===== src/rtl/smcg_pkg.sv =====
package smcg_pkg;

  // register map (word index on the plain register port)
  localparam logic [3:0] SMCG_ADDR_SLEEP_CTRL  = 4'h0;
  localparam logic [3:0] SMCG_ADDR_PERIPH_GATE = 4'h1;
  localparam logic [3:0] SMCG_ADDR_STATUS      = 4'h2;
  localparam logic [3:0] SMCG_ADDR_WAKE_CFG    = 4'h3;

  // sleep_control_reg fields
  localparam int SMCG_SC_ARM_BIT  = 0;
  localparam int SMCG_SC_MODE_LSB = 1;

  // peripheral_power_gate fields
  localparam int SMCG_PG_CONVERTER   = 0;
  localparam int SMCG_PG_SERIAL_PORT = 1;
  localparam int SMCG_PG_SERIAL_PER  = 2;
  localparam int SMCG_PG_TIMER_ONE   = 3;
  localparam int SMCG_PG_RESERVED    = 4;
  localparam int SMCG_PG_TIMER_ZERO  = 5;
  localparam int SMCG_PG_TIMER_TWO   = 6;
  localparam int SMCG_PG_TWO_WIRE    = 7;
  localparam logic [7:0] SMCG_PG_WRITE_MASK = 8'hEF;

  // wake configuration register fields
  localparam int SMCG_WC_XTAL_SEL   = 0;
  localparam int SMCG_WC_STARTUP_LSB = 1;

  localparam logic [7:0] SMCG_SC_RESET = 8'h00;
  localparam logic [7:0] SMCG_PG_RESET = 8'h00;
  localparam logic [7:0] SMCG_WC_RESET = 8'h00;

  // sleep mode select codes
  localparam logic [2:0] SMCG_MODE_IDLE    = 3'h0;
  localparam logic [2:0] SMCG_MODE_NOISE   = 3'h1;
  localparam logic [2:0] SMCG_MODE_PDOWN   = 3'h2;
  localparam logic [2:0] SMCG_MODE_PSAVE   = 3'h3;
  localparam logic [2:0] SMCG_MODE_STANDBY = 3'h6;

  // timing counts in clk_sys cycles, and the clk_sys period in ns
  localparam int SMCG_STANDBY_WAKE_CYC = 6;
  localparam int SMCG_HALT_EXTRA_CYC   = 4;
  localparam int SMCG_CLK_PERIOD_NS    = 100;
  // start-up delay options: 16 us, 1 ms, 4.1 ms, 65 ms, chosen by the startup field
  localparam int SMCG_STARTUP_US_0 = 16;
  localparam int SMCG_STARTUP_US_1 = 1000;
  localparam int SMCG_STARTUP_US_2 = 4100;
  localparam int SMCG_STARTUP_US_3 = 65000;

  typedef enum logic [2:0] {
    SMCG_ST_ACTIVE,
    SMCG_ST_SLEEP,
    SMCG_ST_STARTUP,
    SMCG_ST_HALT
  } smcg_state_t;

endpackage


===== src/rtl/smcg_sleep_ctrl.sv =====
`timescale 1ns/1ps
`default_nettype none
module smcg_sleep_ctrl
  import smcg_pkg::*;
(
  input  wire logic       clk_sys,
  input  wire logic       rst,
  input  wire logic [3:0] reg_addr,
  input  wire logic [7:0] reg_wdata,
  input  wire logic       reg_wr,
  input  wire logic       reg_rd,
  output logic      [7:0] reg_rdata,
  input  wire logic       sleep_instr,
  input  wire logic       global_irq_en,
  input  wire logic       irq_pending,
  input  wire logic       wake_reset,
  input  wire logic       wake_watchdog,
  input  wire logic       wake_two_wire,
  input  wire logic       wake_ext_level,
  input  wire logic       wake_pin_change,
  input  wire logic       wake_converter_done,
  input  wire logic       wake_self_program,
  input  wire logic       wake_timer_two,
  input  wire logic       timer_two_irq_mask,
  input  wire logic       timer_two_async_select,
  input  wire logic       timer_two_enabled,
  input  wire logic       converter_enabled,
  input  wire logic       comparator_enabled,
  input  wire logic       comparator_uses_ref,
  input  wire logic       brownout_enabled,
  input  wire logic       watchdog_enabled,
  output logic            clk_en_cpu,
  output logic            clk_en_flash,
  output logic            clk_en_io,
  output logic            clk_en_adc,
  output logic            clk_en_async,
  output logic            osc_main_en,
  output logic            osc_timer_en,
  output logic      [7:0] periph_clk_en,
  output logic      [7:0] periph_access_en,
  output logic            converter_start,
  output logic            converter_extended,
  output logic            comparator_mux_ok,
  output logic            comparator_active,
  output logic            vref_en,
  output logic            watchdog_run,
  output logic            input_buf_en,
  output logic            wake_irq_take,
  output logic            core_halted
);

  smcg_state_t state_ff;
  smcg_state_t nxt_state;
  logic [7:0]  sc_ff;
  logic [7:0]  nxt_sc;
  logic [7:0]  pg_ff;
  logic [7:0]  nxt_pg;
  logic [7:0]  wc_ff;
  logic [7:0]  nxt_wc;
  logic [2:0]  mode_ff;
  logic [2:0]  nxt_mode;
  logic [7:0]  rdata_ff;
  logic [7:0]  nxt_rdata;
  logic        conv_off_ff;
  logic        nxt_conv_off;
  logic        ext_ff;
  logic        nxt_ext;
  logic        start_ff;
  logic        nxt_start;
  logic        irq_wake_ff;
  logic        nxt_irq_wake;
  logic        tmr_load;
  logic [19:0] tmr_count;
  logic        tmr_busy;
  logic        tmr_done;
  logic        wake_hit;
  logic        sleeping;
  logic [2:0]  cur_mode;

  function automatic logic [19:0] startup_cycles(input logic [1:0] sel);
    int us;
    case (sel)
      2'h0:    us = SMCG_STARTUP_US_0;
      2'h1:    us = SMCG_STARTUP_US_1;
      2'h2:    us = SMCG_STARTUP_US_2;
      default: us = SMCG_STARTUP_US_3;
    endcase
    startup_cycles = 20'((us * 1000 + SMCG_CLK_PERIOD_NS - 1) / SMCG_CLK_PERIOD_NS);
  endfunction

  // legal sleep code for the current crystal setting
  function automatic logic mode_valid(input logic [2:0] m, input logic xtal);
    mode_valid = (m == SMCG_MODE_IDLE) || (m == SMCG_MODE_NOISE) ||
                 (m == SMCG_MODE_PDOWN) || (m == SMCG_MODE_PSAVE) ||
                 ((m == SMCG_MODE_STANDBY) && xtal);
  endfunction

  function automatic logic deep_mode(input logic [2:0] m);
    deep_mode = (m == SMCG_MODE_PDOWN) || (m == SMCG_MODE_PSAVE) ||
                (m == SMCG_MODE_STANDBY);
  endfunction

  assign sleeping = (state_ff == SMCG_ST_SLEEP) || (state_ff == SMCG_ST_STARTUP);
  assign cur_mode = mode_ff;

  // wake source qualification per mode
  always_comb begin
    wake_hit = wake_reset || wake_watchdog || wake_two_wire ||
               wake_ext_level || wake_pin_change;
    unique case (cur_mode)
      SMCG_MODE_IDLE:  wake_hit = wake_hit || irq_pending || wake_converter_done;
      SMCG_MODE_NOISE: wake_hit = wake_hit || wake_converter_done ||
                                  wake_self_program || wake_timer_two;
      SMCG_MODE_PSAVE: wake_hit = wake_hit || (wake_timer_two &&
                                  timer_two_irq_mask && global_irq_en);
      default:         wake_hit = wake_hit;
    endcase
  end

  // sleep sequencer
  always_comb begin
    nxt_state    = state_ff;
    nxt_mode     = mode_ff;
    nxt_irq_wake = irq_wake_ff;
    nxt_start    = 1'b0;
    tmr_load     = 1'b0;
    tmr_count    = 20'h0_0000;
    unique case (state_ff)
      SMCG_ST_ACTIVE: begin
        nxt_irq_wake = 1'b0;
        if (sleep_instr && sc_ff[SMCG_SC_ARM_BIT] &&
            mode_valid(sc_ff[SMCG_SC_MODE_LSB +: 3], wc_ff[SMCG_WC_XTAL_SEL])) begin
          nxt_state = SMCG_ST_SLEEP;
          nxt_mode  = sc_ff[SMCG_SC_MODE_LSB +: 3];
          nxt_start = (sc_ff[SMCG_SC_MODE_LSB +: 3] == SMCG_MODE_NOISE) &&
                      converter_enabled;
        end
      end
      SMCG_ST_SLEEP: begin
        if (wake_hit) begin
          nxt_irq_wake = !wake_reset;
          nxt_state    = SMCG_ST_STARTUP;
          tmr_load     = 1'b1;
          if (mode_ff == SMCG_MODE_STANDBY) begin
            tmr_count = 20'(SMCG_STANDBY_WAKE_CYC);
          end else if (deep_mode(mode_ff)) begin
            tmr_count = startup_cycles(wc_ff[SMCG_WC_STARTUP_LSB +: 2]);
          end else begin
            tmr_count = 20'h0_0001;
          end
        end
      end
      SMCG_ST_STARTUP: begin
        if (tmr_done) begin
          if (irq_wake_ff) begin
            nxt_state = SMCG_ST_HALT;
            tmr_load  = 1'b1;
            tmr_count = 20'(SMCG_HALT_EXTRA_CYC);
          end else begin
            nxt_state = SMCG_ST_ACTIVE;
          end
        end
      end
      SMCG_ST_HALT: begin
        if (tmr_done) begin
          nxt_state = SMCG_ST_ACTIVE;
        end
      end
      default: nxt_state = SMCG_ST_ACTIVE;
    endcase
  end

  // register file
  always_comb begin
    nxt_sc    = sc_ff;
    nxt_pg    = pg_ff;
    nxt_wc    = wc_ff;
    nxt_rdata = 8'h00;
    if (reg_wr) begin
      unique case (reg_addr)
        SMCG_ADDR_SLEEP_CTRL:  nxt_sc = reg_wdata & 8'h0F;
        SMCG_ADDR_PERIPH_GATE: nxt_pg = reg_wdata & SMCG_PG_WRITE_MASK;
        SMCG_ADDR_WAKE_CFG:    nxt_wc = reg_wdata & 8'h07;
        default:               nxt_sc = sc_ff;
      endcase
    end
    if (reg_rd) begin
      unique case (reg_addr)
        SMCG_ADDR_SLEEP_CTRL:  nxt_rdata = sc_ff;
        SMCG_ADDR_PERIPH_GATE: nxt_rdata = pg_ff;
        SMCG_ADDR_STATUS:      nxt_rdata = {3'h0, ext_ff, mode_ff, sleeping};
        SMCG_ADDR_WAKE_CFG:    nxt_rdata = wc_ff;
        default:               nxt_rdata = 8'h00;
      endcase
    end
  end

  // converter off/on tracking for the extended conversion flag
  always_comb begin
    nxt_conv_off = !converter_enabled;
    nxt_ext      = ext_ff;
    if (conv_off_ff && converter_enabled) begin
      nxt_ext = 1'b1;
    end else if (converter_start) begin
      nxt_ext = 1'b0;
    end
  end

  always_ff @(posedge clk_sys or posedge rst) begin
    if (rst) begin
      state_ff    <= SMCG_ST_ACTIVE;
      mode_ff     <= SMCG_MODE_IDLE;
      sc_ff       <= SMCG_SC_RESET;
      pg_ff       <= SMCG_PG_RESET;
      wc_ff       <= SMCG_WC_RESET;
      rdata_ff    <= 8'h00;
      conv_off_ff <= 1'b0;
      ext_ff      <= 1'b0;
      start_ff    <= 1'b0;
      irq_wake_ff <= 1'b0;
    end else begin
      state_ff    <= nxt_state;
      mode_ff     <= nxt_mode;
      sc_ff       <= nxt_sc;
      pg_ff       <= nxt_pg;
      wc_ff       <= nxt_wc;
      rdata_ff    <= nxt_rdata;
      conv_off_ff <= nxt_conv_off;
      ext_ff      <= nxt_ext;
      start_ff    <= nxt_start;
      irq_wake_ff <= nxt_irq_wake;
    end
  end

  smcg_wake_timer u_wake_timer (
    .clk_sys (clk_sys),
    .rst     (rst),
    .load    (tmr_load),
    .count   (tmr_count),
    .busy    (tmr_busy),
    .done    (tmr_done)
  );

  // clock domain enables
  logic in_sleep;
  logic deep;
  logic t2_sync_gated;
  assign in_sleep = (state_ff == SMCG_ST_SLEEP);
  assign deep     = in_sleep && deep_mode(mode_ff);

  assign clk_en_cpu   = (state_ff == SMCG_ST_ACTIVE);
  assign clk_en_flash = (state_ff == SMCG_ST_ACTIVE);
  assign clk_en_io    = !(in_sleep && mode_ff != SMCG_MODE_IDLE);
  assign clk_en_adc   = !deep;
  assign clk_en_async = !(deep && mode_ff != SMCG_MODE_PSAVE) &&
                        (!deep || timer_two_async_select);
  assign osc_main_en  = !(deep && mode_ff == SMCG_MODE_PDOWN) &&
                        !(deep && mode_ff == SMCG_MODE_PSAVE &&
                          (timer_two_async_select || !timer_two_enabled));
  assign osc_timer_en = timer_two_async_select &&
                        !(deep && mode_ff != SMCG_MODE_PSAVE);

  // per-peripheral gating, only meaningful while io clock runs
  assign t2_sync_gated = pg_ff[SMCG_PG_TIMER_TWO] && !timer_two_async_select;
  always_comb begin
    periph_access_en = ~pg_ff;
    periph_access_en[SMCG_PG_RESERVED] = 1'b0;
    periph_access_en[SMCG_PG_TIMER_TWO] = !t2_sync_gated;
    periph_clk_en = periph_access_en & {8{clk_en_io}};
    // in power-save the running sync clock feeds timer two only
    if (deep && mode_ff == SMCG_MODE_PSAVE) begin
      periph_clk_en[SMCG_PG_TIMER_TWO] = timer_two_enabled && !timer_two_async_select;
    end
  end

  assign converter_start    = start_ff;
  assign converter_extended = ext_ff;
  assign comparator_mux_ok  = !pg_ff[SMCG_PG_CONVERTER];
  assign comparator_active  = comparator_enabled && (!deep || comparator_uses_ref);
  assign vref_en            = brownout_enabled || converter_enabled ||
                              (comparator_active && comparator_uses_ref);
  assign watchdog_run       = watchdog_enabled;
  assign input_buf_en       = !deep;
  assign wake_irq_take      = (state_ff == SMCG_ST_HALT) && tmr_done;
  assign core_halted        = (state_ff != SMCG_ST_ACTIVE);
  assign reg_rdata          = rdata_ff;
endmodule
`default_nettype wire


===== src/rtl/smcg_wake_timer.sv =====
`timescale 1ns/1ps
`default_nettype none
// down counter: loads a cycle count, pulses done when it reaches one
module smcg_wake_timer (
  input  wire logic        clk_sys,
  input  wire logic        rst,
  input  wire logic        load,
  input  wire logic [19:0] count,
  output logic             busy,
  output logic             done
);

  logic [19:0] cnt_ff;
  logic [19:0] nxt_cnt;
  logic        busy_ff;
  logic        nxt_busy;

  always_comb begin
    nxt_cnt  = cnt_ff;
    nxt_busy = busy_ff;
    if (load) begin
      nxt_cnt  = count;
      nxt_busy = 1'b1;
    end else if (busy_ff) begin
      if (cnt_ff <= 20'h0_0001) begin
        nxt_busy = 1'b0;
        nxt_cnt  = 20'h0_0000;
      end else begin
        nxt_cnt = cnt_ff - 20'h0_0001;
      end
    end
  end

  always_ff @(posedge clk_sys or posedge rst) begin
    if (rst) begin
      cnt_ff  <= 20'h0_0000;
      busy_ff <= 1'b0;
    end else begin
      cnt_ff  <= nxt_cnt;
      busy_ff <= nxt_busy;
    end
  end

  assign busy = busy_ff;
  // done must not look at load: the sequencer derives load from done
  assign done = busy_ff && (cnt_ff <= 20'h0_0001);

endmodule
`default_nettype wire


===== config.mk =====
export PLATFORM = sky130hd
export DESIGN_NAME = smcg_sleep_ctrl
export DESIGN_NICKNAME = d
export VERILOG_FILES = /design/src/rtl/smcg_pkg.sv /design/src/rtl/smcg_sleep_ctrl.sv /design/src/rtl/smcg_wake_timer.sv
export SDC_FILE = /design/constraint.sdc
export NUM_CORES = 1
export LEC_CHECK = 0
export BUFFER_PORTS_ARGS = -buffer_cell sky130_fd_sc_hd__buf_4
export CORE_UTILIZATION = 55
export CTS_CLUSTER_DIAMETER = 30
export DETAILED_ROUTE_END_ITERATION = 7
export PLACE_DENSITY = 0.79
export SLEW_MARGIN = 20
export SYNTH_ARGS = -nofsm -noshare
export SYNTH_HDL_FRONTEND = slang
export SYNTH_HIERARCHICAL = 1
export SYNTH_SLANG_ARGS = --single-unit

===== constraint.sdc =====
create_clock -name clk_sys -period 5.2 [get_ports clk_sys]
set_input_delay 0 -clock clk_sys [delete_from_list [all_inputs] [get_ports clk_sys]]
set_output_delay 0 -clock clk_sys [all_outputs]
set_load 0.02 [all_outputs]

==> results of run 1 <==
## cell type report
cell class | instances | area [um^2] | area share (%)
clock buffer | 5 | 68.8 | 1.37
sequential | 52 | 1300 | 25.9
multi-input combinational | 408 | 2710 | 53.9
inverter | 33 | 124 | 2.47
tap | 99 | 124 | 2.47
clock inverter | 2 | 60.1 | 1.20
timing repair buffer | 81 | 633 | 12.6
## per-stage QoR
| step | worst slack, ps | util (%) | total power (W) | cells | instance area (um^2) |
|---|---|---|---|---|---|
| global placement | 1070 | 64.9 | 0.00208 | 663 | 4780 |
| global route | 568 | 68.1 | 0.00267 | 680 | 5020 |
| CTS | 985 | 68.0 | 0.00247 | 680 | 5010 |
| floorplan | 1530 | - | 0.00175 | 522 | 4270 |
| detailed placement | 990 | 64.9 | 0.00212 | 663 | 4780 |
| finish | 878 | 68.1 | 0.00249 | 680 | 5020 |
## per-layer routing
metal / part of all wire [%] / vias to the layer above / GRT usage [%] / wire [um]
li1: - / 2004 / - / -
met1: 42 / 2098 / 37.8 / 5030
met2: 50 / 161 / 51.1 / 5910
met3: 5.3 / 32 / 3.89 / 633
met4: 2.6 / 0 / 8.74 / 310
met5: 0 / - / 0 / 0
## where the power goes
part | internal [W] | switching, W | leakage, nW
Sequential | 0.000526 | 0.000187 | 0.657
Combinational | 0.000578 | 0.000876 | 1.54
Clock | 0.000190 | 0.000136 | 0.0642
Total | 0.00129 | 0.00120 | 2.26
## placed cells by master, fill, tap and decap left out, types with 6 or more instances in the layout
| cell type | instances |
|---|---|
| o21ai_0 | 30 |
| nor2_1 | 57 |
| nor3_1 | 11 |
| dlygate4sd3_1 | 10 |
| o211ai_1 | 10 |
| xnor2_1 | 8 |
| dfrtp_1 | 52 |
| a31oi_1 | 6 |
| nor2b_1 | 6 |
| nand2_1 | 58 |
| ha_1 | 25 |
| a21oi_1 | 34 |
| buf_4 | 71 |
| nand4_1 | 8 |
| inv_1 | 33 |
| and3_1 | 11 |
| a22oi_1 | 7 |
| nand3_1 | 12 |
| o31ai_1 | 7 |
| mux2_2 | 17 |
## registers in the layout, summed over array words and instances, names as in the netlist
signal,cells
reg_rdata,8
pg_ff,7
conv_off_ff,1
u_wake_timer/busy,1
state_ff,2
converter_start,1
converter_extended,1
sc_ff,4
wc_ff,3
u_wake_timer/cnt_ff,20
irq_wake_ff,1
cur_mode,3
## how the worst max path moves through the flow
stage	startpoint	to	cells past startpoint
global placement	wc_ff[1]$_DFFE_PP0P_	u_wake_timer/cnt_ff[0]$_DFFE_PP0P_	14
floorplan	wc_ff[1]$_DFFE_PP0P_	u_wake_timer/cnt_ff[0]$_DFFE_PP0P_	16
global route	wc_ff[1]$_DFFE_PP0P_	u_wake_timer/cnt_ff[0]$_DFFE_PP0P_	14
detailed placement	wc_ff[1]$_DFFE_PP0P_	u_wake_timer/cnt_ff[0]$_DFFE_PP0P_	14
CTS	wc_ff[1]$_DFFE_PP0P_	u_wake_timer/cnt_ff[0]$_DFFE_PP0P_	14
finish	wc_ff[1]$_DFFE_PP0P_	u_wake_timer/cnt_ff[0]$_DFFE_PP0P_	14
## logic make-up (layout without fill, tap and decap cells)
family | after synthesis | count (layout) | share of synthesized area, %
other cells | 1 | 2 | 0.0879
compound gates | 144 | 144 | 23.2
buf+inv | 62 | 121 | 6.28
mux | 19 | 19 | 4.99
fa+ha+maj | 25 | 25 | 7.34
xor+xnor | 12 | 12 | 2.46
flops | 52 | 52 | 30.5
simple gates | 206 | 206 | 25.1
## repair_timing
item / in CTS / in global routing
hold endpoints to repair: 72 / 0
resized for setup: 0 / 0
hold buffers: 10 / 0
==> impl_metrics.json, run 1 <==
{
  "syn-cell-area_um2": 4260,
  "cts_tree": "done",
  "ys_types": 74,
  "slowest_stage": "nor3_2",
  "antenna_found_initial": 0,
  "io_buffers": 69,
  "min-delay-start": "watchdog_enabled",
  "row_count": 31,
  "cts_sinks": 52,
  "rr_worst_depth": 14,
  "die_x_um": 90.1,
  "cts_setup_buffers": 0,
  "synth_most_common_cell": "nand2_1",
  "peakVddDrop_mv": 0.260,
  "grt_usage_pct": 29.3,
  "via_per_inst": 6.32,
  "critPathKind": "flip-flop to flip-flop",
  "cp_max_fo": 15,
  "worstMarginPinSlew_ps": 834,
  "drv_slew": 0,
  "synth-seq-cells": 52,
  "wl_um": 11900,
  "cts_max_level": 2,
  "maxCapViolations": 0,
  "r2r-end": "u_wake_timer/cnt_ff[0]$_DFFE_PP0P_",
  "gp_congestion": 0.888,
  "yosysSeqAreaShare_pct": 30.5,
  "yosysWarnings": 6,
  "synth_top_area_share_pct": 30.5,
  "hold_viol": 0,
  "tns_ps": 0,
  "core-area_um2": 7370,
  "period_share_pct": 83.1,
  "grt_max_degree": 32,
  "min_path_type": "primary input to primary output",
  "synthFlopType": "dfrtp_1",
  "drt_pass1_iterations": 5,
  "overflow": 0,
  "setup_viol": 0,
  "path_clk_slew_ps": 90,
  "synth-edff-count": 0,
  "crit_arrival_ps": 4490,
  "dr_total_vias": 4295,
  "r2r_setup_slack_ps": 880,
  "fmax_mhz": 231,
  "cp.buffers_inverters": 1,
  "synth_async_sr_flop_share_pct": 100,
  "status": "complete, no violations",
  "n_fill_cell": 626,
  "crit_family": "compound AO/OA/AOI/OAI gates",
  "cts_root_buf": "clkbuf_8",
  "skew_ps": 7.69,
  "path_cells": "inv_1 -> ha_1 -> nor3_2 -> a21oi_1 -> and4_1 -> a22oi_1 -> o21ai_1 -> nor3_1 -> a2111oi_2 -> a31oi_1 -> mux2_1 -> a21o_1 -> a21oi_1 -> o31ai_1",
  "syn_avg_cell_area_um2": 8.18,
  "crit_top_cell": "a21oi_1",
  "syn_to_final_growth_pct": 17.6,
  "maxSlewHeadroom_pct": 43.9,
  "required_ps": 5370,
  "critPathCaptureType": "flip-flop",
  "die_h_um": 90.1,
  "first_global_vias": 4039,
  "nNetsFinal": 641,
  "dpl.hpwl_um": 8820,
  "p_leak_nw": 2.26,
  "min_delay_path_depth": 0,
  "drtIter0Drc": 296,
  "die-area_um2": 8110,
  "netlist_instances": 521,
  "rsz0062_at_grt": "false",
  "slowest_delay_ps": 740,
  "drive_gt1_share_pct": 19.6,
  "synth_area_leaders": "dfrtp_1 (31%), ha_1 (7.3%), nand2_1 (5.1%)",
  "start_util_pct": 57.9,
  "grt_pass1_wl_um": 19600,
  "drc": 0,
  "diodes": 0,
  "holdWs_ps": 0.0435,
  "period_needed_ps": 4320,
  "cts_made_buffers": 5,
  "clk_latency_ps": 300,
  "io_pins": 75,
  "yosys.area.top_type": "dfrtp_1",
  "rr_startpoint": "wc_ff[1]$_DFFE_PP0P_",
  "whs_endpoint": "watchdog_run",
  "start_kind": "flip-flop",
  "synth_top_cells_by_count": "nand2_1 (58), nor2_1 (57), dfrtp_1 (52)",
  "antenna_left": 0,
  "power.density_nw_per_um2": 497,
  "clock_path_buffers": 2,
  "wl_per_cell_um": 17.5
}
(Power assumes the default switching activity.)
==> run 2: changes to the inputs <==
==> constraint.sdc (replaced) <==
create_clock -name clk_sys -period 4.5 [get_ports clk_sys]
set_input_delay 0 -clock clk_sys [delete_from_list [all_inputs] [get_ports clk_sys]]
set_output_delay 0 -clock clk_sys [all_outputs]
set_load 0.02 [all_outputs]
==> run 2 against run 1 <==
Compared with the run above:
- final area grew 0.77%
- core utilization increased by 0.53 points
- first-iteration DRC count decreased by 11%
- die area is the same
- cell count rose by 1.2%
- global-route usage up 0.28 points
- sequential cell count is the same
- sequential share of layout area down 0.20 points
- clock-buffer cell count rose by 1
- total power rose by 15%
- critical path type unchanged
==> impl_metrics.json, run 2 (synthesized netlist as in run 1, its figures left out) <==
{
  "period_needed_ps": 4140,
  "dpl_worst_slack_ps": 443,
  "status": "complete, no violations",
  "gp_congestion": 0.927,
  "largest_reg_flops": 20,
  "die_x_um": 90.1,
  "drc": 0,
  "row_count": 31,
  "cts_made_buffers": 5,
  "cts_tree": "done",
  "finalWorstSetupSlack_ps": 359,
  "cts_max_level": 2,
  "instances_no_fill": 688,
  "start_kind": "flip-flop",
  "fmax_mhz": 242,
  "cts_setup_buffers": 0,
  "skew_ps": 12.0,
  "die_h_um": 90.1,
  "syn_to_final_growth_pct": 18.5,
  "peakVddDrop_mv": 0.297,
  "intPower_w": 0.00148,
  "wl_um": 11900,
  "period_share_pct": 92.0,
  "overflow": 0,
  "min_delay_path_depth": 0,
  "grt_max_degree": 32,
  "ctsResizeCount": 0,
  "rr_worst_depth": 14,
  "antenna_found_initial": 0,
  "maxSlewHeadroom_pct": 30.4,
  "clock_path_buffers": 2,
  "regMostFlops": "u_wake_timer/cnt_ff",
  "tns_ps": 0,
  "p_sw_share_pct": 48.4,
  "diodes": 0,
  "dr_wl_met2_um": 5870,
  "worstMarginPinSlew_ps": 1030,
  "wl_met3_um": 656,
  "pwr-share-comb_pct": 59.2,
  "grt_pass1_wl_um": 19500,
  "clkPwrFrac_pct": 12.2,
  "io_pins": 75,
  "wl_per_cell_um": 17.3,
  "min_path_type": "primary input to primary output",
  "crit_arrival_ps": 4340,
  "p_leak_nw": 2.29,
  "drtIter0Drc": 262,
  "die-area_um2": 8110,
  "via_per_inst": 6.17,
  "hold_viol": 0,
  "required_ps": 4700,
  "drv_slew": 0,
  "io_buffers": 69,
  "final_common_cell": "buf_4",
  "hold_buffers": 10,
  "rsz0062_at_grt": "false",
  "start_util_pct": 57.9,
  "dpl.hpwl_um": 8680,
  "clk_latency_ps": 320,
  "drive_gt1_share_pct": 20.5,
  "path_clk_slew_ps": 90,
  "cts_root_buf": "clkbuf_8",
  "dp.cells": 670,
  "cp_max_fo": 16,
  "setup_viol": 0,
  "layout_common_cells": "buf_4 (78), nand2_1 (58), nor2_1 (57), dfrtp_1 (52), a21oi_1 (34)",
  "top_layer": "met4",
  "seqPwrFrac_pct": 28.5,
  "drt_pass1_iterations": 5,
  "maxCapViolations": 0,
  "r2r_setup_slack_ps": 360,
  "antenna_left": 0,
  "power.density_nw_per_um2": 566,
  "dr_total_vias": 4245,
  "wl_met1_um": 5030,
  "grt_usage_pct": 29.6,
  "core-area_um2": 7370,
  "cts_sinks": 52,
  "first_global_vias": 4057,
  "critPathKind": "flip-flop to flip-flop",
  "switchingPower_w": 0.00138,
  "nNetsFinal": 648,
  "critPathCaptureType": "flip-flop"
}
==> run 2: power by group through the flow <==
stage                     registers [W]  clock network, W  logic (W)
after floorplan                0.000749                 0    0.00128
after global placement         0.000812                 0    0.00163
after detailed placement       0.000819                 0    0.00165
after CTS                      0.000811          0.000350    0.00167
after global routing           0.000842          0.000369    0.00186
final                          0.000816          0.000349    0.00169
==> run 2: worst max-delay path, stage by stage (launching register included) <==
cell and delay (ps):
dfrtp_1 450, inv_1 180, ha_1 530, nand2b_1 210
a311o_1 430, nor3_2 290, nor2_2 130, o32a_1 210
o32a_1 300, o41ai_2 410, nand3_1 170, a211o_1 320
a21o_1 180, a21oi_1 130, o31ai_1 80
==> run 2: cell type report <==
class                      instances  area [um^2]
clock buffer                       6         82.6
clock inverter                     2         38.8
fill                             582         2310
inverter                          33          124
multi-input combinational        408         2700
sequential                        52         1300
tap                               99          124
timing repair buffer              88          686
==> run 2: path summary, 6_finish.rpt <==
check,startpoint,endpoint
hold / removal,watchdog_enabled,watchdog_run
max in group asynchronous,rst,u_wake_timer/cnt_ff[5]$_DFFE_PP0P_
setup / recovery,wc_ff[1]$_DFFE_PP0P_,u_wake_timer/cnt_ff[0]$_DFFE_PP0P_
min in group asynchronous,rst,state_ff[0]$_DFFE_PP0P_
setup reg to reg,wc_ff[1]$_DFFE_PP0P_,u_wake_timer/cnt_ff[0]$_DFFE_PP0P_
hold reg to reg,converter_start$_DFF_PP0_,converter_extended$_DFFE_PP0P_
==> run 2: metal layers <==
layer | track usage (%) | vias to the layer above
li1 | - | 2014
met2 | 49.7 | 153
met3 | 4.31 | 34
met4 | 12.4 | 0
met1 | 38.1 | 2044
met5 | 0 | -
==> run 2: metrics by stage <==
step                util (%)  hold slack (ps)  power [W]  area, um^2
finish                  68.6           0.0435    0.00286        5050
global placement        65.6            0.137    0.00244        4830
CTS                     68.6            0.137    0.00283        5050
detailed placement      65.6            0.137    0.00247        4830
global route            68.6            0.126    0.00307        5050
floorplan                  -            -23.5    0.00203        4270
